===== config.mk =====
export PLATFORM = sky130hd
export DESIGN_NAME = bdec_ctrl
export DESIGN_NICKNAME = d
export VERILOG_FILES = /design/src/verilog/bdec_pkg.sv /design/src/verilog/bdec_ctrl.sv
export SDC_FILE = /design/constraint.sdc
export NUM_CORES = 1
export LEC_CHECK = 0
export BUFFER_PORTS_ARGS = -buffer_cell sky130_fd_sc_hd__buf_2
export CELL_PAD_IN_SITES_DETAIL_PLACEMENT = 1
export CELL_PAD_IN_SITES_GLOBAL_PLACEMENT = 2
export CORE_MARGIN = 4
export CORE_UTILIZATION = 29
export DETAILED_ROUTE_END_ITERATION = 6
export PLACE_DENSITY_LB_ADDON = 0.3
export SYNTH_ARGS = -nofsm -noshare
export SYNTH_HDL_FRONTEND = slang
export SYNTH_SLANG_ARGS = --single-unit

===== constraint.sdc =====
create_clock -name clk_i -period 4.8 [get_ports clk_i]
set_input_delay 0.96 -clock clk_i [delete_from_list [all_inputs] [get_ports clk_i]]
set_output_delay 0.96 -clock clk_i [all_outputs]
set_load 0.02 [all_outputs]

===== src/verilog/bdec_pkg.sv =====
// Purpose: constants and carrier types of the brake, direction and encoder control
// Assumes: parameter requests arrive on the drive clock from the fieldbus logic
// Notes:   register offsets are parameter addresses, not byte addresses
package bdec_pkg;
  localparam int ADDR_W = 16;
  localparam int WDATA_W = 16;
  localparam int RDATA_W = 32;
  localparam int NUM_DI = 4;

  localparam logic [ADDR_W-1:0] ADDR_INVERT_CFG = 16'h0618;
  localparam logic [ADDR_W-1:0] ADDR_BRAKE_CTRL = 16'h0814;
  localparam logic [ADDR_W-1:0] ADDR_ENC_ABSPOS = 16'h1E1E;

  localparam logic [WDATA_W-1:0] BRAKE_MAX = 16'h0002;
  localparam logic [WDATA_W-1:0] INVERT_MAX = 16'h0001;

  localparam int ENC_ST_INCR = 131072;
  localparam int ENC_MT_REVS = 4096;
  localparam int ENC_ST_W = $clog2(ENC_ST_INCR);
  localparam int ENC_MT_W = ENC_ST_W + $clog2(ENC_MT_REVS);

  localparam logic [3:0] OPST_SWITCH_ON_DIS = 4'h3;
  localparam logic [3:0] OPST_READY_TO_SW = 4'h4;
  localparam logic [3:0] OPST_FAULT = 4'h9;

  typedef enum logic [1:0] {
    BRK_AUTO,
    BRAKE_MANUAL_CONTROL,
    BRK_APPLY
  } bdec_brake_mode_t;

  typedef enum logic [1:0] {
    DIF_NONE,
    DIF_RELEASE_BRAKE,
    DIF_JOG_POS_EN,
    DIF_JOG_NEG_EN
  } bdec_di_func_t;

  typedef struct packed {
    logic               wr;
    logic               rd;
    logic [ADDR_W-1:0]  addr;
    logic [WDATA_W-1:0] wdata;
  } bdec_param_req_t;

  typedef struct packed {
    logic               ack;
    logic               err;
    logic [RDATA_W-1:0] rdata;
  } bdec_param_rsp_t;

  typedef struct packed {
    logic jog_active;
    logic jog_pos;
    logic jog_neg;
    logic stage_enable_req;
  } bdec_jog_t;
endpackage

===== src/verilog/bdec_ctrl.sv =====
// Purpose: brake manual control, direction inversion and absolute encoder capture
// Assumes: operating state, power stage and encoder inputs are on clk_i; di_i are pins
// Notes:   power_on_i marks a restart; inversion and position validity follow it
`timescale 1ns/1ns
module bdec_ctrl
  import bdec_pkg::*;
(
  // clock, reset, enable
  input  wire logic                   clk_i,
  input  wire logic                   rst_b_i,
  input  wire logic                   ce_i,
  // parameter interface
  input  wire bdec_param_req_t        req_i,
  output bdec_param_rsp_t             rsp_o,
  // drive state
  input  wire logic [3:0]             op_state_i,
  input  wire logic                   stage_enabled_i,
  input  wire logic                   auto_release_i,
  input  wire logic                   power_on_i,
  input  wire logic                   target_neg_i,
  // digital inputs and their functions
  input  wire logic [NUM_DI-1:0]      di_i,
  input  wire bdec_di_func_t [NUM_DI-1:0] di_func_i,
  // encoder
  input  wire logic [ENC_MT_W-1:0]    enc_pos_i,
  input  wire logic                   enc_valid_i,
  input  wire logic                   enc_multiturn_i,
  input  wire logic                   gear_change_i,
  // control outputs
  output logic                        brake_release_o,
  output logic                        move_positive_o,
  output logic                        invert_active_o,
  output bdec_jog_t                   jog_o,
  output logic                        abs_valid_o
);

  typedef enum logic {
    ENC_WAIT,
    ENC_RUN
  } bdec_enc_state_t;

  bdec_brake_mode_t       brake_mode_reg;
  logic                   invert_cfg_reg;
  logic [NUM_DI-1:0]      di_meta_reg;
  logic [NUM_DI-1:0]      di_sync_reg;
  bdec_enc_state_t        enc_state_reg;
  logic [ENC_MT_W-1:0]    abs_pos_reg;
  logic                   rel_allowed;
  logic                   di_release;
  logic                   jog_pos_in;
  logic                   jog_neg_in;
  logic                   wr_brake_ok;
  logic                   wr_inv_ok;
  logic                   rd_hit;
  logic [ENC_MT_W-1:0]    pos_mod;

  function automatic logic di_func_hit(input logic [NUM_DI-1:0] lvl,
                                       input bdec_di_func_t [NUM_DI-1:0] fn,
                                       input bdec_di_func_t want);
    logic hit;
    hit = 1'b0;
    for (int i = 0; i < NUM_DI; i++) begin
      if (lvl[i] && fn[i] == want) begin
        hit = 1'b1;
      end
    end
    return hit;
  endfunction

  always_ff @(posedge clk_i) begin
    if (!rst_b_i) begin
      di_meta_reg <= '0;
      di_sync_reg <= '0;
    end else if (ce_i) begin
      di_meta_reg <= di_i;
      di_sync_reg <= di_meta_reg;
    end
  end

  always_comb begin
    rel_allowed = (op_state_i == OPST_SWITCH_ON_DIS) || (op_state_i == OPST_READY_TO_SW) ||
                  (op_state_i == OPST_FAULT);
    di_release = di_func_hit(di_sync_reg, di_func_i, DIF_RELEASE_BRAKE);
    jog_pos_in = di_func_hit(di_sync_reg, di_func_i, DIF_JOG_POS_EN);
    jog_neg_in = di_func_hit(di_sync_reg, di_func_i, DIF_JOG_NEG_EN);
    wr_brake_ok = req_i.wr && req_i.addr == ADDR_BRAKE_CTRL && req_i.wdata <= BRAKE_MAX &&
                  !(brake_mode_reg == BRK_APPLY && req_i.wdata == WDATA_W'(BRAKE_MANUAL_CONTROL));
    wr_inv_ok = req_i.wr && req_i.addr == ADDR_INVERT_CFG && req_i.wdata <= INVERT_MAX &&
                !stage_enabled_i;
    rd_hit = req_i.addr == ADDR_BRAKE_CTRL || req_i.addr == ADDR_INVERT_CFG ||
             req_i.addr == ADDR_ENC_ABSPOS;
    pos_mod = enc_multiturn_i ? enc_pos_i : {{(ENC_MT_W-ENC_ST_W){1'b0}}, enc_pos_i[ENC_ST_W-1:0]};
  end

  always_ff @(posedge clk_i) begin
    if (!rst_b_i) begin
      brake_mode_reg <= BRK_AUTO;
    end else if (ce_i && wr_brake_ok) begin
      brake_mode_reg <= bdec_brake_mode_t'(req_i.wdata[1:0]);
    end
  end

  always_ff @(posedge clk_i) begin
    if (!rst_b_i) begin
      invert_cfg_reg <= 1'b0;
    end else if (ce_i && wr_inv_ok) begin
      invert_cfg_reg <= req_i.wdata[0];
    end
  end

  always_ff @(posedge clk_i) begin
    if (!rst_b_i) begin
      invert_active_o <= 1'b0;
    end else if (ce_i && power_on_i) begin
      invert_active_o <= invert_cfg_reg;
    end
  end

  always_ff @(posedge clk_i) begin
    if (!rst_b_i) begin
      move_positive_o <= 1'b0;
    end else if (ce_i) begin
      move_positive_o <= target_neg_i ~^ invert_active_o;
    end
  end

  always_ff @(posedge clk_i) begin
    if (!rst_b_i) begin
      brake_release_o <= 1'b0;
    end else if (ce_i) begin
      case (brake_mode_reg)
        BRK_APPLY:   brake_release_o <= 1'b0;
        BRAKE_MANUAL_CONTROL: brake_release_o <= rel_allowed || auto_release_i;
        BRK_AUTO:    brake_release_o <= (di_release && rel_allowed) || auto_release_i;
        default:     brake_release_o <= 1'b0;
      endcase
    end
  end

  always_ff @(posedge clk_i) begin
    if (!rst_b_i) begin
      jog_o <= '0;
    end else if (ce_i) begin
      jog_o.jog_pos <= jog_pos_in && !jog_neg_in;
      jog_o.jog_neg <= jog_neg_in && !jog_pos_in;
      jog_o.jog_active <= jog_pos_in ^ jog_neg_in;
      jog_o.stage_enable_req <= jog_pos_in ^ jog_neg_in;
    end
  end

  always_ff @(posedge clk_i) begin
    if (!rst_b_i) begin
      enc_state_reg <= ENC_WAIT;
      abs_pos_reg <= '0;
      abs_valid_o <= 1'b0;
    end else if (ce_i) begin
      case (enc_state_reg)
        ENC_WAIT: begin
          // gear change before capture stays invalid
          if (gear_change_i) begin
            abs_valid_o <= 1'b0;
            enc_state_reg <= ENC_RUN;
          end else if (enc_valid_i) begin
            abs_pos_reg <= pos_mod;
            abs_valid_o <= 1'b1;
            enc_state_reg <= ENC_RUN;
          end
        end
        ENC_RUN: begin
          if (power_on_i) begin
            abs_valid_o <= 1'b0;
            enc_state_reg <= ENC_WAIT;
          end else if (gear_change_i) begin
            abs_valid_o <= 1'b0;
          end
        end
        default: enc_state_reg <= ENC_WAIT;
      endcase
    end
  end

  always_ff @(posedge clk_i) begin
    if (!rst_b_i) begin
      rsp_o <= '0;
    end else if (ce_i) begin
      rsp_o.ack <= req_i.wr || req_i.rd;
      rsp_o.err <= (req_i.wr && !wr_brake_ok && !wr_inv_ok) || (req_i.rd && !rd_hit);
      rsp_o.rdata <= '0;
      if (req_i.rd) begin
        case (req_i.addr)
          ADDR_BRAKE_CTRL: rsp_o.rdata <= RDATA_W'(brake_mode_reg);
          ADDR_INVERT_CFG: rsp_o.rdata <= RDATA_W'(invert_cfg_reg);
          ADDR_ENC_ABSPOS: rsp_o.rdata <= RDATA_W'(abs_pos_reg);
          default:         rsp_o.rdata <= '0;
        endcase
      end
    end
  end

  apply_blocks_a: assert property (@(posedge clk_i) disable iff (!rst_b_i)
    ce_i && brake_mode_reg == BRK_APPLY |=> !brake_release_o)
    else $error("brake released while manual apply");
  release_state_a: assert property (@(posedge clk_i) disable iff (!rst_b_i)
    ce_i && !rel_allowed && !auto_release_i |=> !brake_release_o)
    else $error("manual release outside allowed states");
  brake_now_a: assert property (@(posedge clk_i) disable iff (!rst_b_i)
    ce_i && wr_brake_ok && req_i.wdata == WDATA_W'(BRK_APPLY) ##1 ce_i |=> !brake_release_o)
    else $error("brake setting not applied");
  brake_value_a: assert property (@(posedge clk_i) disable iff (!rst_b_i)
    ce_i && req_i.wr && req_i.addr == ADDR_BRAKE_CTRL && req_i.wdata == WDATA_W'(BRK_APPLY)
    |=> brake_mode_reg == BRK_APPLY)
    else $error("apply code not decoded");
  apply_to_rel_a: assert property (@(posedge clk_i) disable iff (!rst_b_i)
    brake_mode_reg == BRK_APPLY |=> brake_mode_reg != BRAKE_MANUAL_CONTROL)
    else $error("direct apply to release accepted");
  di_release_a: assert property (@(posedge clk_i) disable iff (!rst_b_i)
    ce_i && brake_mode_reg == BRK_AUTO && !auto_release_i && !di_release |=> !brake_release_o)
    else $error("input released brake without function");
  inv_locked_a: assert property (@(posedge clk_i) disable iff (!rst_b_i)
    stage_enabled_i && !(ce_i && power_on_i) |=> $stable(invert_cfg_reg))
    else $error("inversion changed with stage enabled");
  inv_deferred_a: assert property (@(posedge clk_i) disable iff (!rst_b_i)
    !(ce_i && power_on_i) |=> $stable(invert_active_o))
    else $error("inversion applied before power-on");
  inv_value_a: assert property (@(posedge clk_i) disable iff (!rst_b_i)
    ce_i && power_on_i |=> invert_active_o == $past(invert_cfg_reg))
    else $error("inversion code not decoded");
  dir_sign_a: assert property (@(posedge clk_i) disable iff (!rst_b_i)
    ce_i && !target_neg_i && !invert_active_o && !power_on_i |=> move_positive_o)
    else $error("direction wrong for positive target");
  jog_enable_a: assert property (@(posedge clk_i) disable iff (!rst_b_i)
    ce_i && jog_pos_in && !jog_neg_in |=> jog_o.jog_pos && jog_o.stage_enable_req)
    else $error("jog input did not enable stage");
  capture_a: assert property (@(posedge clk_i) disable iff (!rst_b_i)
    ce_i && enc_state_reg == ENC_WAIT && enc_valid_i && !gear_change_i
    |=> abs_valid_o && abs_pos_reg == $past(pos_mod))
    else $error("start-up position not captured");
  st_modulo_a: assert property (@(posedge clk_i) disable iff (!rst_b_i)
    !enc_multiturn_i |-> pos_mod < ENC_MT_W'(ENC_ST_INCR))
    else $error("singleturn position outside one turn");
  gear_inval_a: assert property (@(posedge clk_i) disable iff (!rst_b_i)
    ce_i && gear_change_i |=> !abs_valid_o)
    else $error("position valid after gear change");
  range_reject_a: assert property (@(posedge clk_i) disable iff (!rst_b_i)
    req_i.wr && req_i.addr == ADDR_INVERT_CFG && req_i.wdata > INVERT_MAX
    |=> $stable(invert_cfg_reg))
    else $error("out-of-range inversion accepted");

  manual_rel_c: cover property (@(posedge clk_i) brake_mode_reg == BRAKE_MANUAL_CONTROL && brake_release_o);
  apply_c: cover property (@(posedge clk_i) brake_mode_reg == BRK_APPLY && stage_enabled_i);
  inv_c: cover property (@(posedge clk_i) invert_active_o && !move_positive_o);
  gear_c: cover property (@(posedge clk_i) enc_state_reg == ENC_RUN && !abs_valid_o);
endmodule


==> flow_metrics.py, run 1 <==
metrics = {
    "die": {
        "rows": 38,
        "floorplan.initialDensity": 0.302,
        "dieHeight_um": 115,
        "die_w_um": 115,
        "core_sq_um": 11000,
        "ioPinCount": 131,
        "die_area_sq_um": 13300,
    },
    "critical_path": {
        "cpPeakStageDelay_ps": 1030,
        "required_ps": 4980,
        "cp_slowest_cell": "or4b_1",
        "worstPathMaxFanout": 29,
        "cp.depth": 5,
        "cp.arrival_ps": 2840,
        "start_kind": "primary input",
        "reg2regPathDepth": 3,
        "end_kind": "register",
        "crit_buf_inv": 2,
        "path_cells": "buf_2, inv_1, or4b_1, nand2_1, a21oi_1",
        "crit_type": "in -> reg",
        "critPathTopFamily": "simple AND/OR/NAND/NOR gates",
    },
    "clocking": {
        "clock-sinks": 79,
        "clk_latency_ps": 330,
        "postCtsHoldBufs": 0,
        "cts_tree": "done",
        "cts-resized-gates": 0,
        "postCtsSetupRepairBufs": 0,
        "cts.reportedPaths.clkPinSlew_ps": 60,
        "cts_buffer_depth": 2,
        "htreeDepth": 3,
        "cts_buffers": 9,
        "cts_root_buffer": "clkbuf_16",
    },
    "power_and_ir_drop": {
        "power_density_nw_per_um2": 346,
        "ir_worst_vdd_mv": 0.205,
        "leakagePower_uw": 0.00180,
    },
    "detailed_routing": {
        "firstDrtPassIters": 4,
        "wl_per_cell_um": 15.0,
        "wl_um": 9650,
        "drtIter0Drc": 83,
        "antenna_left": 0,
        "vias": 3112,
        "drc": 0,
        "viasPerCell": 4.85,
    },
    "final_layout": {
        "syn_to_final_growth_pct": 29.3,
        "fin_nets": 588,
        "final_layout_size_suffix_gt1_frac": 0.331,
        "post-route-cell-area_sq_um": 4310,
        "largest_register_ff_count": 31,
        "num_antenna_cells": 0,
    },
    "global_route": {
        "top_usage_layer": "met2",
        "globalRouteMet3Util": 0.0321,
        "grt_pass1_wl_um": 15400,
        "grt-ovfl-total": 0,
        "first_global_vias": 3315,
        "antenna_found_initial": 1,
        "use_met1": 0.178,
        "grt_use_total": 0.145,
        "grt_max_degree": 42,
        "grt_use_met2": 0.250,
    },
    "timing": {
        "fmax_ghz": 0.376,
        "setup-tns-final_ps": 0,
        "rsz0062_at_grt": "false",
        "drv_slew": 0,
        "setup_viol": 0,
        "hold_viol": 0,
        "skew_ps": 6.27,
        "finalCritPeriodShare": 0.555,
        "relSlewSlack": 0.279,
        "tightest_slew_ps": 1080,
        "min_period_ps": 2660,
        "setup_ws_ps": 2140,
    },
    "place": {
        "dpl_cell_area_sq_um": 4000,
        "gp_congestion": 0.741,
        "place_ws_ps": 1750,
        "dp_hpwl_um": 7070,
        "io_buffer_count": 127,
    },
    "synthesis": {
        "synthMostInstantiatedCell": "dfxtp_1",
        "synth_common_cells": "79 x dfxtp_1, 58 x nand2_1, 50 x nor2_1, 39 x a21oi_1, 25 x nand3_1",
        "netlist_area_sq_um": 3330,
        "synth_edf_count": 0,
        "seq_area_frac_synth": 0.474,
        "synth_area_leaders": "dfxtp_1 47%, nand2_1 6.5%, a21oi_1 5.9%",
        "synth_area_per_cell_sq_um": 8.79,
        "synth_top_cell_area_share": 0.474,
        "synth_top_area_cell": "dfxtp_1",
        "synth.distinct_cells": 50,
        "ys_warn_count": 0,
        "async_flop_share": 0,
        "ys.flop_type": "dfxtp_1",
        "ys_ff_latch": 79,
        "synth_cells": 379,
    },
    "hold_path": {
        "hold_depth": 2,
        "hold_class": "reg -> reg",
    },
    "status": {
        "outcome": "finished clean",
    },
    "run": {
        "maxCapViolCount": 0,
    },
}
==> final cells by class <==
class | count | area [sq um]
Inverter | 8 | 30.0
Tap cell | 140 | 175
Clock inverter | 6 | 68.8
Multi-Input combinational cell | 267 | 1540
Fill cell | 1339 | 6720
Sequential cell | 79 | 1580
Timing Repair Buffer | 132 | 673
Clock buffer | 10 | 239
==> per-stage QoR <==
step	instances	total power, uW	hold WS (ps)	util
finish	642	1490	457	0.391
global route	642	1550	478	0.391
CTS	642	1510	461	0.391
detailed placement	626	818	452	0.363
global placement	626	814	438	0.363
floorplan	381	760	432	-
==> worst reg2reg max path, stage by stage, from the launching register on <==
cell and delay, ps:
dfxtp_1 340, or4b_1 1010, nand2_1 230, a21oi_1 90
==> cells in the final DEF (no fill, tap or decap), types with 2 or more instances in the layout <==
cell type	netlist	routed
a211oi_1	2	2
a21oi_1	39	39
a22oi_1	17	17
a22oi_2	10	10
a31oi_1	2	2
buf_2	6	127
buf_4	4	5
clkbuf_16	0	9
clkinv_4	0	2
conb_1	1	3
dfxtp_1	79	79
ha_1	2	2
inv_1	8	7
mux2i_1	11	11
nand2_1	58	58
nand3_1	25	25
nand3b_1	5	5
nand4_1	2	2
nor2_1	50	50
nor3_1	4	4
nor4_1	6	6
o21ai_0	4	4
or3_1	2	2
xor2_1	2	2
==> where the power goes <==
group	switching (uW)	total, uW	internal (uW)
combinational	71.7	122	50.6
sequential	8.88	679	670
clock	271	690	419
total	352	1490	1140
==> worst paths after layout <==
| path | startpoint | end | slack, ps |
|---|---|---|---|
| worst max-delay path | ce_i | abs_pos_reg[23] | 2140 |
| worst min-delay path | abs_pos_reg[7] | abs_pos_reg[7] | 460 |
| worst max register to register | enc_state_reg | abs_pos_reg[23] | 2990 |
| worst min register to register | abs_pos_reg[7] | abs_pos_reg[7] | 460 |
==> kinds of logic after synthesis <==
kind of cell,count (synthesis),synth area share
AO/OA/AOI/OAI,85,0.177
XOR/XNOR,2,0.00526
adder cells (fa/ha/maj),2,0.00751
buffers and inverters,35,0.0672
flip-flops,79,0.474
multiplexers,11,0.0330
other,1,0.00113
AND/OR/NAND/NOR,164,0.234
==> routing by layer <==
metal | vias to the layer above | part of all wire
met2 | 78 | 0.48
met4 | 2 | 0.012
met5 | - | 0.00073
li1 | 1559 | -
met3 | 11 | 0.054
met1 | 1462 | 0.45
Power figures use the tool's default switching activity.
==> run 2, diff against run 1 <==
--- a/config.mk
+++ b/config.mk
@@ -5,11 +5,12 @@
 export SDC_FILE = /design/constraint.sdc
 export NUM_CORES = 1
 export LEC_CHECK = 0
+export ABC_AREA = 1
 export BUFFER_PORTS_ARGS = -buffer_cell sky130_fd_sc_hd__buf_2
 export CELL_PAD_IN_SITES_DETAIL_PLACEMENT = 1
 export CELL_PAD_IN_SITES_GLOBAL_PLACEMENT = 2
 export CORE_MARGIN = 4
-export CORE_UTILIZATION = 29
+export CORE_UTILIZATION = 26
 export DETAILED_ROUTE_END_ITERATION = 6
 export PLACE_DENSITY_LB_ADDON = 0.3
 export SYNTH_ARGS = -nofsm -noshare
==> constraint.sdc (replaced) <==
create_clock -name clk_i -period 2.5 [get_ports clk_i]
set_input_delay 0.5 -clock clk_i [delete_from_list [all_inputs] [get_ports clk_i]]
set_output_delay 0.5 -clock clk_i [all_outputs]
set_load 0.02 [all_outputs]
==> run 2 against run 1 <==
Clock skew about the same. Non-clock buffer count up 1. Area after synthesis grew 6.7%. Sequential power grew 94%. Routed wire length is 10% higher. First-iteration DRC count increased by 45%. Global-route usage decreased by 0.77 points. Sequential cell count stayed put. Setup slack got worse by 1100 ps. Core utilization down 4.5 points. Count of clock-buffer cells in the layout shrank 1. Critical endpoint is now rsp_o[6]. Largest cell class is now multi-input combinational cells. Largest power group is now registers.
==> flow_metrics.py, run 2 <==
metrics = {
    "clocking": {
        "cts_buffers": 9,
        "clock-sinks": 79,
        "htreeDepth": 3,
        "clk_latency_ps": 330,
        "cts.reportedPaths.clkPinSlew_ps": 60,
        "cts_buffer_depth": 2,
        "cts_root_buffer": "clkbuf_16",
        "cts_tree": "done",
        "cts-resized-gates": 0,
        "postCtsSetupRepairBufs": 0,
        "postCtsHoldBufs": 0,
    },
    "die": {
        "die_area_sq_um": 15600,
        "floorplan.initialDensity": 0.267,
        "rows": 42,
        "die_w_um": 125,
        "ioPinCount": 131,
        "dieHeight_um": 125,
        "core_sq_um": 13300,
    },
    "timing": {
        "drv_slew": 0,
        "fmax_ghz": 0.667,
        "relSlewSlack": 0.636,
        "finalHoldWorstSlack_ps": 396,
        "min_period_ps": 1500,
        "hold_viol": 0,
        "setup_viol": 0,
        "finalCritPeriodShare": 0.600,
        "setup-tns-final_ps": 0,
        "skew_ps": 6.48,
        "tightest_slew_ps": 546,
        "rsz0062_at_grt": "false",
    },
    "detailed_routing": {
        "drtIter0Drc": 120,
        "vias": 3526,
        "wl_um": 10600,
        "antenna_left": 0,
        "wl_met2_um": 5230,
        "top_layer": "met4",
        "viasPerCell": 4.50,
        "drc": 0,
        "wl_met3_um": 448,
        "m1WireLength_um": 4840,
        "firstDrtPassIters": 4,
        "wl_per_cell_um": 13.6,
    },
    "power_and_ir_drop": {
        "total_power_uw": 2820,
        "leakagePower_uw": 0.00202,
        "ir_worst_vdd_mv": 0.299,
        "pwr-share-comb": 0.098,
        "seqPwrFrac": 0.467,
        "power_density_nw_per_um2": 614,
        "p_sw_uw": 738,
        "sw_frac_of_total": 0.261,
        "internal_power_uw": 2080,
        "pwr-share-clk": 0.434,
    },
    "critical_path": {
        "worstPathMaxFanout": 27,
        "end_kind": "register",
        "cp.arrival_ps": 1760,
        "start_kind": "primary input",
        "required_ps": 2760,
        "crit_type": "in -> reg",
    },
    "synthesis": {
        "synth.distinct_cells": 29,
        "synth_top_cell_area_share": 0.445,
        "synth_area_leaders": "dfxtp_1 44%, nor2_1 9.9%, nand2_1 9.3%",
        "ys_warn_count": 0,
        "seq_area_frac_synth": 0.445,
        "synth_area_per_cell_sq_um": 7.33,
        "synth_compound_area_frac": 0.144,
        "ys.flop_type": "dfxtp_1",
        "ys_ff_latch": 79,
        "synth-simple-area-share": 0.322,
        "async_flop_share": 0,
        "synth_common_cells": "94 x nor2_1, 88 x nand2_1, 79 x dfxtp_1, 34 x o21ai_0, 32 x nand3_1",
        "synth_cells": 485,
        "synth_xor_area_frac": 0.00246,
        "synthMuxAreaShare": 0,
        "synth_fa_ha_area_frac": 0.00704,
        "netlist_area_sq_um": 3560,
        "synthMostInstantiatedCell": "nor2_1",
        "synth_top_area_cell": "dfxtp_1",
        "synth_top_family_by_area": "simple AND/OR/NAND/NOR gates",
        "synth_edf_count": 0,
    },
    "final_layout": {
        "num_antenna_cells": 0,
        "largest_register_ff_count": 31,
        "fillCellCount": 1685,
        "fin_nets": 694,
        "layout_commonest_cell": "buf_2",
        "final_cell_mix": "127 x buf_2, 94 x nor2_1, 88 x nand2_1",
        "syn_to_final_growth_pct": 29.2,
        "final_layout_size_suffix_gt1_frac": 0.332,
        "fin_util": 0.346,
    },
    "place": {
        "dp_hpwl_um": 8070,
        "io_buffer_count": 127,
        "gp_congestion": 0.759,
    },
    "status": {
        "outcome": "finished clean",
    },
    "global_route": {
        "grt_max_degree": 48,
        "grt_use_total": 0.137,
        "grt-ovfl-total": 0,
        "first_global_vias": 3687,
        "antenna_found_initial": 0,
        "grt_pass1_wl_um": 17700,
    },
    "run": {
        "maxCapViolCount": 0,
    },
    "hold_path": {
        "hold_class": "in -> reg",
    },
}
==> run 2: cell count changes after synthesis, sizes merged, moves of 3 or more <==
cell | before | now
a22oi | 27 | 0
clkbuf | 11 | 14
a21oi | 39 | 48
inv | 8 | 31
nand2 | 58 | 110
mux2i | 11 | 0
nand3 | 25 | 32
nor4 | 6 | 1
nor2 | 51 | 101
o21ai | 4 | 34
==> run 2: final cells by class <==
cell class,count,area [sq um],share of cell area
Multi-Input combinational cell,349,1700,0.370
Sequential cell,79,1580,0.344
Clock buffer,9,225,0.0490
Inverter,31,116,0.0253
Clock inverter,7,56.3,0.0123
Timing Repair Buffer,133,693,0.151
Tap cell,176,220,0.0479
==> run 2: power groups by stage <==
stage               sequential, uW  combinational [uW]  clock, uW
floorplan                     1350                 142          0
global placement              1350                 274          0
detailed placement            1350                 282          0
CTS                           1320                 284       1270
global route                  1320                 317       1330
finish                        1320                 278       1230
==> run 2: final timing paths <==
| check | startpoint | to | slack, ps | cells past startpoint |
|---|---|---|---|---|
| worst max-delay path | ce_i | rsp_o[6] | 1000 | 5 |
| worst min-delay path | di_i[0] | di_meta_reg[0] | 400 | 3 |
| worst max register to register | enc_state_reg | abs_pos_reg[24] | 1130 | 5 |
| worst min register to register | abs_pos_reg[28] | rsp_o[28] | 460 | 2 |
==> run 2: kinds of logic (layout without fill, tap and decap cells) <==
logic type / count (synthesis) / after routing
compound gates: 86 / 86
other cells: 1 / 3
buf+inv: 59 / 180
simple gates: 257 / 257
fa+ha+maj: 2 / 2
xor+xnor: 1 / 1
flops: 79 / 79
==> run 2: per-layer routing <==
metal  track usage  vias up
met4        0.0351        0
li1              -     1792
met1         0.166     1657
met3        0.0350       11
met2         0.244       66
met5             0        -
==> run 2: per-stage QoR <==
| stage | worst slack, ps | instances | instance area (sq um) |
|---|---|---|---|
| floorplan | 1060 | 487 | 3560 |
| global placement | 681 | 768 | 4310 |
| detailed placement | 616 | 768 | 4310 |
| CTS | 969 | 784 | 4590 |
| global route | 842 | 784 | 4590 |
| finish | 1000 | 784 | 4590 |
==> run 2: worst max-delay path, stage by stage <==
cell and delay (ps):
buf_2 220, nand2_1 260, nor2_8 510, nand2_1 120
a21oi_1 150
